File: config.mk
export PLATFORM = sky130hd
export DESIGN_NAME = flash_parallel_program_port
export DESIGN_NICKNAME = d
export VERILOG_FILES = /design/src/include/flash_prog_pkg.sv /design/src/hdl/page_load_buffer.sv /design/src/hdl/flash_parallel_program_port.sv
export SDC_FILE = /design/constraint.sdc
export NUM_CORES = 2
export LEC_CHECK = 0
export ABC_CLOCK_PERIOD_IN_PS = 7250
export BUFFER_PORTS_ARGS = -buffer_cell sky130_fd_sc_hd__buf_2
export CAP_MARGIN = 20
export CORE_MARGIN = 8
export CORE_UTILIZATION = 55
export CTS_CLUSTER_SIZE = 20
export DETAILED_ROUTE_END_ITERATION = 10
export PLACE_DENSITY = 0.71
export SYNTH_ARGS = -nofsm -noshare
export SYNTH_HDL_FRONTEND = slang
export SYNTH_SLANG_ARGS = --single-unit
File: constraint.sdc
create_clock -name sys_clk -period 7.25 [get_ports sys_clk]
set_clock_uncertainty 0.1 [all_clocks]
set_input_delay 0 -clock sys_clk [delete_from_list [all_inputs] [get_ports sys_clk]]
set_output_delay 0 -clock sys_clk [all_outputs]
set_load 0.01 [all_outputs]
File: src/include/flash_prog_pkg.sv
// Constants, codes and types for the parallel flash programming port.
// Assumes one 125 MHz system clock; the flash array controller sits outside.
`default_nettype none
package flash_prog_pkg;

   localparam logic [3:0]  COMMAND_SELECT_CODE  = 4'h0;
   localparam logic [3:0]  ADDRESS_LOW_SELECT   = 4'h1;
   localparam logic [3:0]  ADDRESS_HIGH_SELECT  = 4'h2;
   localparam logic [3:0]  DATA_SELECT          = 4'h5;

   localparam logic [15:0] READ_CMD             = 16'h0011;
   localparam logic [15:0] PAGE_WRITE_CMD       = 16'h0012;
   localparam logic [15:0] PAGE_WRITE_LOCK_CMD  = 16'h0022;
   localparam logic [15:0] ERASE_THEN_WRITE_CMD = 16'h0032;
   localparam logic [15:0] ERASE_WRITE_LOCK_CMD = 16'h0042;
   localparam logic [15:0] FULL_ERASE_CMD       = 16'h0013;
   localparam logic [15:0] SET_LOCK_CMD         = 16'h0014;
   localparam logic [15:0] CLEAR_LOCK_CMD       = 16'h0024;
   localparam logic [15:0] GET_LOCK_CMD         = 16'h0015;
   localparam logic [15:0] SET_GP_BIT_CMD       = 16'h0034;
   localparam logic [15:0] CLEAR_GP_BIT_CMD     = 16'h0044;
   localparam logic [15:0] GET_GP_BIT_CMD       = 16'h0025;
   localparam logic [15:0] SET_SECURE_CMD       = 16'h0054;
   localparam logic [15:0] GET_SECURE_CMD       = 16'h0035;
   localparam logic [15:0] MEMORY_WRITE_CMD     = 16'h001F;
   localparam logic [15:0] GET_VERSION_CMD      = 16'h001E;

   localparam logic [1:0]  FOP_ERASE            = 2'h0;
   localparam logic [1:0]  FOP_PROGRAM          = 2'h1;
   localparam logic [1:0]  FOP_LOCK             = 2'h2;

   localparam int          SYS_CLK_HZ           = 125000000;
   localparam int          EXT_CLK_MIN_HZ       = 32000;
   // Longest period of an acceptable external clock, rounded down
   localparam int          EXT_PERIOD_CYCLES    = SYS_CLK_HZ / EXT_CLK_MIN_HZ;
   localparam logic [11:0] EXT_PERIOD_CNT       = 12'(EXT_PERIOD_CYCLES);

   localparam logic [15:0] WORD_RESET           = 16'h0000;

   typedef enum logic [4:0] {
      K_NONE, K_READ, K_PAGE_WRITE, K_PAGE_WRITE_LOCK, K_ERASE_WRITE, K_ERASE_WRITE_LOCK,
      K_FULL_ERASE, K_SET_LOCK, K_CLEAR_LOCK, K_GET_LOCK, K_SET_GP, K_CLEAR_GP, K_GET_GP,
      K_SET_SECURE, K_GET_SECURE, K_MEM_WRITE, K_GET_VERSION
   } cmd_kind_e;

   typedef enum logic [3:0] {
      S_IDLE, S_EXEC, S_ERASE, S_PROG, S_LOCK, S_OE_LOW, S_FETCH, S_DRIVE, S_OE_HIGH,
      S_WAIT_HIGH
   } port_state_e;

endpackage
`default_nettype wire

File: src/hdl/page_load_buffer.sv
// One-page load buffer: single write port, registered read port.
// Written by the programming port, read by the flash array controller.
`timescale 1ns/10ps
`default_nettype none
module page_load_buffer #(
   parameter int WIDTH = 16,
   parameter int DEPTH = 256,
   parameter int AW    = $clog2(DEPTH)
) (
   input  wire logic             sys_clk,
   input  wire logic             wrEn,
   input  wire logic [AW-1:0]    wrAddr,
   input  wire logic [WIDTH-1:0] wrData,
   input  wire logic [AW-1:0]    rdAddr,
   output var  logic [WIDTH-1:0] rdData
);
   // No reset: contents are don't-care until written
   logic [WIDTH-1:0] mem [DEPTH];

   always_ff @(posedge sys_clk) begin
      if (wrEn) begin
         mem[wrAddr] <= wrData;
      end
      rdData <= mem[rdAddr];
   end
endmodule
`default_nettype wire

File: src/hdl/flash_parallel_program_port.sv
// Parallel flash programming port: handshake engine, command decode,
// address counter and page load buffer flushing.
// Assumes pins are asynchronous to sys_clk and the flash array answers reads one cycle later.
`timescale 1ns/10ps
`default_nettype none
module flash_parallel_program_port
   import flash_prog_pkg::*;
#(
   parameter int PAGE_WORDS = 256,
   parameter int PW         = $clog2(PAGE_WORDS)
) (
   input  wire logic          sys_clk,
   input  wire logic          rst,
   input  wire logic          cmd_strobe_n,
   input  wire logic [3:0]    modeSel,
   input  wire logic [15:0]   dataIn,
   output logic      [15:0]   dataOut,
   output logic               dataOe,
   output logic               ready,
   input  wire logic          read_output_enable_n,
   output logic               read_data_valid_n,
   input  wire logic          ext_clock_in,
   output logic               useExtClock,
   output var cmd_kind_e      cmdKind,
   output logic      [31:0]   flashRdAddr,
   input  wire logic [15:0]   flashRdData,
   output logic               flashOpValid,
   output logic      [1:0]    flashOp,
   output logic      [31:0]   flashOpPage,
   input  wire logic          flashOpDone,
   input  wire logic [PW-1:0] pbufRdAddr,
   output logic      [15:0]   pbufRdData
);

   typedef struct packed {
      port_state_e st;
      logic        strobeMeta;
      logic        strobeN;
      logic        oeMeta;
      logic        oeN;
      logic [3:0]  modeMeta;
      logic [3:0]  modeSync;
      logic [15:0] dataMeta;
      logic [15:0] dataSync;
      logic        extMeta;
      logic        extSync;
      logic        extPrev;
      logic        extSeen;
      logic        extFast;
      logic [11:0] extGap;
      logic        decided;
      logic        useExt;
      logic [3:0]  mode;
      logic [15:0] word;
      cmd_kind_e   kind;
      cmd_kind_e   bufKind;
      logic [15:0] addrLo;
      logic [15:0] addrHi;
      logic        dirty;
      logic [31:0] bufPage;
      logic        ready;
      logic        validN;
      logic        dataOe;
      logic [15:0] dataOut;
      logic [1:0]  op;
   } port_s;

   port_s q;
   port_s d;

   logic [31:0]   curAddr;
   logic [31:0]   nextAddr;
   logic [31:0]   curPage;
   logic          bufWe;
   logic          isWriteKind;
   logic          bufErase;
   logic          bufLock;

   function automatic cmd_kind_e decodeCmd(input logic [15:0] w);
      cmd_kind_e k;
      k = K_NONE;
      case (w)
         READ_CMD:             k = K_READ;
         PAGE_WRITE_CMD:       k = K_PAGE_WRITE;
         PAGE_WRITE_LOCK_CMD:  k = K_PAGE_WRITE_LOCK;
         ERASE_THEN_WRITE_CMD: k = K_ERASE_WRITE;
         ERASE_WRITE_LOCK_CMD: k = K_ERASE_WRITE_LOCK;
         FULL_ERASE_CMD:       k = K_FULL_ERASE;
         SET_LOCK_CMD:         k = K_SET_LOCK;
         CLEAR_LOCK_CMD:       k = K_CLEAR_LOCK;
         GET_LOCK_CMD:         k = K_GET_LOCK;
         SET_GP_BIT_CMD:       k = K_SET_GP;
         CLEAR_GP_BIT_CMD:     k = K_CLEAR_GP;
         GET_GP_BIT_CMD:       k = K_GET_GP;
         SET_SECURE_CMD:       k = K_SET_SECURE;
         GET_SECURE_CMD:       k = K_GET_SECURE;
         MEMORY_WRITE_CMD:     k = K_MEM_WRITE;
         GET_VERSION_CMD:      k = K_GET_VERSION;
         default:              k = K_NONE;
      endcase
      return k;
   endfunction

   assign curAddr     = {q.addrHi, q.addrLo};
   assign nextAddr    = curAddr + 32'h0000_0001;
   assign curPage     = curAddr >> PW;
   assign isWriteKind = (q.kind == K_PAGE_WRITE) || (q.kind == K_PAGE_WRITE_LOCK) ||
                        (q.kind == K_ERASE_WRITE) || (q.kind == K_ERASE_WRITE_LOCK);
   assign bufErase    = (q.bufKind == K_ERASE_WRITE) || (q.bufKind == K_ERASE_WRITE_LOCK);
   assign bufLock     = (q.bufKind == K_PAGE_WRITE_LOCK) || (q.bufKind == K_ERASE_WRITE_LOCK);

   always_comb begin
      d     = q;
      bufWe = 1'b0;
      // Two-stage synchronisers on every pin
      d.strobeMeta = cmd_strobe_n;
      d.strobeN    = q.strobeMeta;
      d.oeMeta     = read_output_enable_n;
      d.oeN        = q.oeMeta;
      d.modeMeta   = modeSel;
      d.modeSync   = q.modeMeta;
      d.dataMeta   = dataIn;
      d.dataSync   = q.dataMeta;
      d.extMeta    = ext_clock_in;
      d.extSync    = q.extMeta;
      d.extPrev    = q.extSync;
      // External clock qualification, frozen once the first handshake starts
      if (!q.decided) begin
         if (q.extSync && !q.extPrev) begin
            if (q.extSeen && (q.extGap < EXT_PERIOD_CNT)) begin
               d.extFast = 1'b1;
            end
            d.extSeen = 1'b1;
            d.extGap  = 12'h000;
         end else if (q.extGap < EXT_PERIOD_CNT) begin
            d.extGap = q.extGap + 12'h001;
         end
      end

      case (q.st)
         S_IDLE: begin
            if (!q.strobeN) begin
               d.mode  = q.modeSync;
               d.word  = q.dataSync;
               d.ready = 1'b0;
               d.st    = S_EXEC;
               if (!q.decided) begin
                  d.decided = 1'b1;
                  d.useExt  = q.extFast;
               end
            end
         end
         S_EXEC: begin
            d.st = S_WAIT_HIGH;
            case (q.mode)
               COMMAND_SELECT_CODE: begin
                  // Finish any pending page before the new command takes over
                  if (q.dirty) begin
                     d.op = bufErase ? FOP_ERASE : FOP_PROGRAM;
                     d.st = bufErase ? S_ERASE : S_PROG;
                  end else begin
                     d.kind = decodeCmd(q.word);
                  end
               end
               ADDRESS_LOW_SELECT: begin
                  d.addrLo = q.word;
               end
               ADDRESS_HIGH_SELECT: begin
                  d.addrHi = q.word;
               end
               DATA_SELECT: begin
                  if (q.kind == K_READ) begin
                     d.st = S_OE_LOW;
                  end else if (isWriteKind) begin
                     if (q.dirty && (curPage != q.bufPage)) begin
                        d.op = bufErase ? FOP_ERASE : FOP_PROGRAM;
                        d.st = bufErase ? S_ERASE : S_PROG;
                     end else begin
                        bufWe     = 1'b1;
                        d.dirty   = 1'b1;
                        d.bufPage = curPage;
                        d.bufKind = q.kind;
                        d.addrLo  = nextAddr[15:0];
                        d.addrHi  = nextAddr[31:16];
                     end
                  end
               end
               default: begin
                  d.st = S_WAIT_HIGH;
               end
            endcase
         end
         S_ERASE: begin
            if (flashOpDone) begin
               d.op = FOP_PROGRAM;
               d.st = S_PROG;
            end
         end
         S_PROG: begin
            if (flashOpDone) begin
               if (bufLock) begin
                  d.op = FOP_LOCK;
                  d.st = S_LOCK;
               end else begin
                  d.dirty = 1'b0;
                  d.st    = S_EXEC; // Replay the word that caused the flush
               end
            end
         end
         S_LOCK: begin
            if (flashOpDone) begin
               d.dirty = 1'b0;
               d.st    = S_EXEC;
            end
         end
         S_OE_LOW: begin
            // Drive only after the programmer has tristated its side
            if (!q.oeN) begin
               d.st = S_FETCH;
            end
         end
         S_FETCH: begin
            d.st = S_DRIVE;
         end
         S_DRIVE: begin
            d.dataOut = flashRdData;
            d.dataOe  = 1'b1;
            d.validN  = 1'b0;
            d.addrLo  = nextAddr[15:0];
            d.addrHi  = nextAddr[31:16];
            d.st      = S_OE_HIGH;
         end
         S_OE_HIGH: begin
            if (q.oeN) begin
               d.dataOe = 1'b0;
               d.validN = 1'b1;
               d.st     = S_WAIT_HIGH;
            end
         end
         S_WAIT_HIGH: begin
            if (q.strobeN) begin
               d.ready = 1'b1;
               d.st    = S_IDLE;
            end
         end
         default: begin
            d.st = S_IDLE;
         end
      endcase
   end

   always_ff @(posedge sys_clk or posedge rst) begin
      if (rst) begin
         q            <= '0;
         q.st         <= S_IDLE;
         q.strobeMeta <= 1'b1;
         q.strobeN    <= 1'b1;
         q.oeMeta     <= 1'b1;
         q.oeN        <= 1'b1;
         q.word       <= WORD_RESET;
         q.kind       <= K_NONE;
         q.bufKind    <= K_NONE;
         q.ready      <= 1'b1;
         q.validN     <= 1'b1;
         q.op         <= FOP_PROGRAM;
      end else begin
         q <= d;
      end
   end

   page_load_buffer #(
      .WIDTH (16),
      .DEPTH (PAGE_WORDS)
   ) page_load_buffer_i (
      .sys_clk (sys_clk),
      .wrEn    (bufWe),
      .wrAddr  (curAddr[PW-1:0]),
      .wrData  (q.word),
      .rdAddr  (pbufRdAddr),
      .rdData  (pbufRdData)
   );

   assign dataOut           = q.dataOut;
   assign dataOe            = q.dataOe;
   assign ready             = q.ready;
   assign read_data_valid_n = q.validN;
   assign useExtClock       = q.useExt;
   assign cmdKind           = q.kind;
   assign flashRdAddr       = curAddr;
   // Level request held until the done pulse, so the controller may stall freely
   assign flashOpValid      = (q.st == S_ERASE) || (q.st == S_PROG) || (q.st == S_LOCK);
   assign flashOp           = q.op;
   assign flashOpPage       = q.bufPage;
endmodule
`default_nettype wire

==> qor.yml <==
status:
  status: "completed"
worst_hold_path:
  min_to: "q[53]$_DFFE_PP0P_"
  min_from: "flashOpDone"
  hp-class: "in -> reg"
  holdPathStages: 5
drt:
  wl_per_cell_microns: 34.2
  wl_met2_mm: 205
  drt-met1-wl_mm: 169
  met3_length_mm: 56.9
  remaining_drc_errors: 0
  first_pass_iters: 7
  viasPerCell: 6.73
  via_count: 88800
  ant_nets: 0
  drt_wl_total_mm: 451
  drt_iter0_drc: 12900
  top_layer: "met5"
critical_path:
  cpMostUsedCell: "buf_4"
  startpoint_type: "flop"
  path_class: "reg -> reg"
  cp_data_required_time_ns: 7.81
  slowest_stage: "nor2_1"
  arrival_ns: 5.38
  worst-path-max-fanout: 23
  crit_path_cell_trace: "or4b_1 -> or2_1 -> nor3b_4 -> buf_4 -> nand4_1 -> nor2_1 -> buf_4"
  r2r_end: "page_load_buffer_i.mem[201][1]$_DFFE_PP_"
  reg2reg_slack_ns: 2.43
  end_kind: "flop"
  critPathMaxStageDelay_ns: 0.86
  r2r_cells: 7
  r2r-start: "q[180]$_DFFE_PP0P_"
clock_network:
  insertion_delay_ns: 0.97
  cts_hold_buf: 92
  clkTransAtPathRegs_ns: 0.06
  htreeDepth: 5
  cts_tree: "yes"
  cts_made_buffers: 420
  postCtsSetupBuffers: 0
  clock-root-buffer: "clkbuf_16"
  clockBufferDepth: 4
  cts_sinks: 4287
  cts_resized: 0
timing:
  slew_headroom_pct: 11.2
  fmax_mhz: 207
  timing.final.crit_period_ns: 4.82
  rsz0062_at_grt: "false"
  finalHoldViolations: 0
  worst_pin_slew_ns: 1.33
  tns_ns: 0
  fin_crit_sh_pct: 66.5
  finalMaxSlewViolations: 0
  setup_viol: 0
power:
  p_comb_share_pct: 11.9
  p_leak_nw: 61.6
  power_density_mw_per_mm2: 326
  p_seq_share_pct: 52.4
  cellInternalPower_mw: 45.0
  p_sw_mw: 16.5
  ir_worst_vdd_mv: 0.440
  pwr-share-clk_pct: 35.7
  swShare_pct: 26.8
global_route:
  grt_pass1_wl_mm: 640
  antenna_found_initial: 29
  grt_start_max_net_pins: 200
  grt_usage_pct: 27.3
  grt_pass1_vias: 86600
  grt_overflow: 0
yosys:
  ys_top_cells_by_area: "edfxtp_1 73%, mux4_2 11%, mux2i_1 3.1%"
  synthSimpleGateAreaFrac_pct: 3.17
  yosysTopAreaCellShare_pct: 73.3
  synth_compound_area_share_pct: 3.57
  yosys.area_share.adder_pct: 0.0373
  ys_seq_area_share_pct: 76.1
  synth-main-ff-cell: "edfxtp_1"
  synth-edff-count: 4096
  synth_top_family_by_area: "multiplexers"
  async_flop_share_pct: 4.08
  synth_common_cells: "4,096 x edfxtp_1, 832 x mux4_2, 522 x mux2i_1, 459 x nor2_1, 254 x nand2_1"
  ys_ff_latch: 4287
  syn_inst: 8331
  muxShareOfSynthArea_pct: 14.7
  ys_warn_count: 0
  mappedNetlistArea_sq_mm: 0.168
  synth_xor_area_share_pct: 0.198
  yosysMostFrequentCell: "edfxtp_1"
  synthDistinctLibCells: 80
  avgSynthCellArea_sq_um: 20.1
  yosysTopAreaCell: "edfxtp_1"
placed_design:
  dpl.cell_count: 12300
  port_buffers: 149
  hpwlAfterDp_mm: 265
  routabilityCongestion: 0.940
final_layout:
  n_fill_cell: 20100
  drive_gt1_share_pct: 23.7
  utilization_pct: 62.3
  syn2layout_area_growth_pct: 12.5
  nNetsFinal: 8892
  final_cells: 13200
floorplanning:
  ios: 158
  die-width_microns: 568
  rows: 202
  die-area_sq_mm: 0.323
  start_util_pct: 55.3
  core_area_sq_mm: 0.303
  die_h_microns: 568
flow_run:
  cap_violations: 0
worst max-delay path, delay by kind of cell, from the launching register on:
| family | cells | cell delay (ns) |
|---|---|---|
| flops | 1 | 0.59 |
| buf+inv | 2 | 0.82 |
| simple gates | 5 | 2.94 |
power groups by stage:
stage          sequential [mW]  clock (mW)  combinational (mW)
2_1_floorplan             34.1           0                2.25
3_3_place_gp              32.7           0                6.76
3_5_place_dp              32.8           0                7.05
4_1_cts                   32.3        22.1                7.08
5_1_grt                   32.3        23.0                7.54
6_report                  32.2        21.9                7.31
logic make-up after synthesis:
family                   count (synthesis)
other                                    1
adder cells (fa/ha/maj)                  5
XOR/XNOR                                38
AO/OA/AOI/OAI                          846
multiplexers                          1407
AND/OR/NAND/NOR                       1141
buffers and inverters                  606
flip-flops                            4287
through the flow:
stage	setup WS [ns]	hold WS [ns]	instance area, sq um	power, mW
floorplan	2.21	-0.0955	168000	36.3
global placement	2.20	0.00708	174000	39.4
detailed placement	2.32	0.00734	174000	39.8
CTS	2.58	0.0128	189000	61.4
global route	2.28	0.0773	189000	62.9
finish	2.43	0.0705	189000	61.5
worst max-delay path by stage:
stage | startpoint | end | slack (ns) | depth (start not counted)
floorplan | q[99]$_DFFE_PP0P_ | cmdKind[1]$_DFFE_PP0P_ | 2.21 | 7
global placement | pbufRdAddr[1] | page_load_buffer_i.rdData[14]$_DFF_P_ | 2.20 | 9
detailed placement | pbufRdAddr[0] | page_load_buffer_i.rdData[0]$_DFF_P_ | 2.32 | 10
CTS | q[180]$_DFFE_PP0P_ | page_load_buffer_i.mem[200][12]$_DFFE_PP_ | 2.58 | 7
global route | q[179]$_DFFE_PP0P_ | page_load_buffer_i.mem[200][9]$_DFFE_PP_ | 2.28 | 7
finish | q[180]$_DFFE_PP0P_ | page_load_buffer_i.mem[201][1]$_DFFE_PP_ | 2.43 | 7
flip-flops by register name, summed over array words and instances (netlist names):
name	cells
cmdKind	5
d	24
dataOe	1
dataOut	16
flashOp	2
flashOpPage	24
flashRdAddr	32
page_load_buffer_i.mem	4096
page_load_buffer_i.rdData	16
q	68
read_data_valid_n	1
ready	1
useExtClock	1
metal layers:
layer / GRT usage [%] / up-vias
li1: - / 35400
met1: 38.3 / 46300
met2: 41.4 / 6160
met3: 7.85 / 891
met4: 9.90 / 12
met5: 0 / -
cell usage in the layout, fill, tap and decap left out, types with 45 or more instances in the layout:
cell type | netlist | final
o22ai_1 | 188 | 188
nand3_1 | 49 | 45
edfxtp_1 | 4096 | 4096
dlygate4sd3_1 | 0 | 92
nor2_1 | 459 | 444
nand2_1 | 254 | 242
a21oi_1 | 133 | 133
nor3_1 | 173 | 169
buf_4 | 134 | 387
buf_2 | 96 | 144
o221ai_1 | 164 | 164
clkinv_1 | 2 | 83
clkbuf_1 | 229 | 69
mux4_2 | 832 | 832
mux2i_1 | 522 | 522
a22o_1 | 53 | 53
mux2_2 | 50 | 50
clkbuf_16 | 0 | 428
dfrtp_1 | 168 | 152
o21ai_0 | 80 | 79
clkinv_2 | 0 | 92
area by class of cell:
class / count / area [sq um] / area share (%)
inverter: 17 / 81.3 / 0.0431
sequential: 4287 / 128000 / 67.7
tap: 3978 / 4980 / 2.64
antenna: 18 / 45.0 / 0.0239
timing repair buffer: 666 / 5320 / 2.82
clock buffer: 517 / 11200 / 5.96
clock inverter: 259 / 2700 / 1.43
multi-input combinational: 3445 / 36600 / 19.4
No activity file was read; power rests on OpenSTA's default activity.
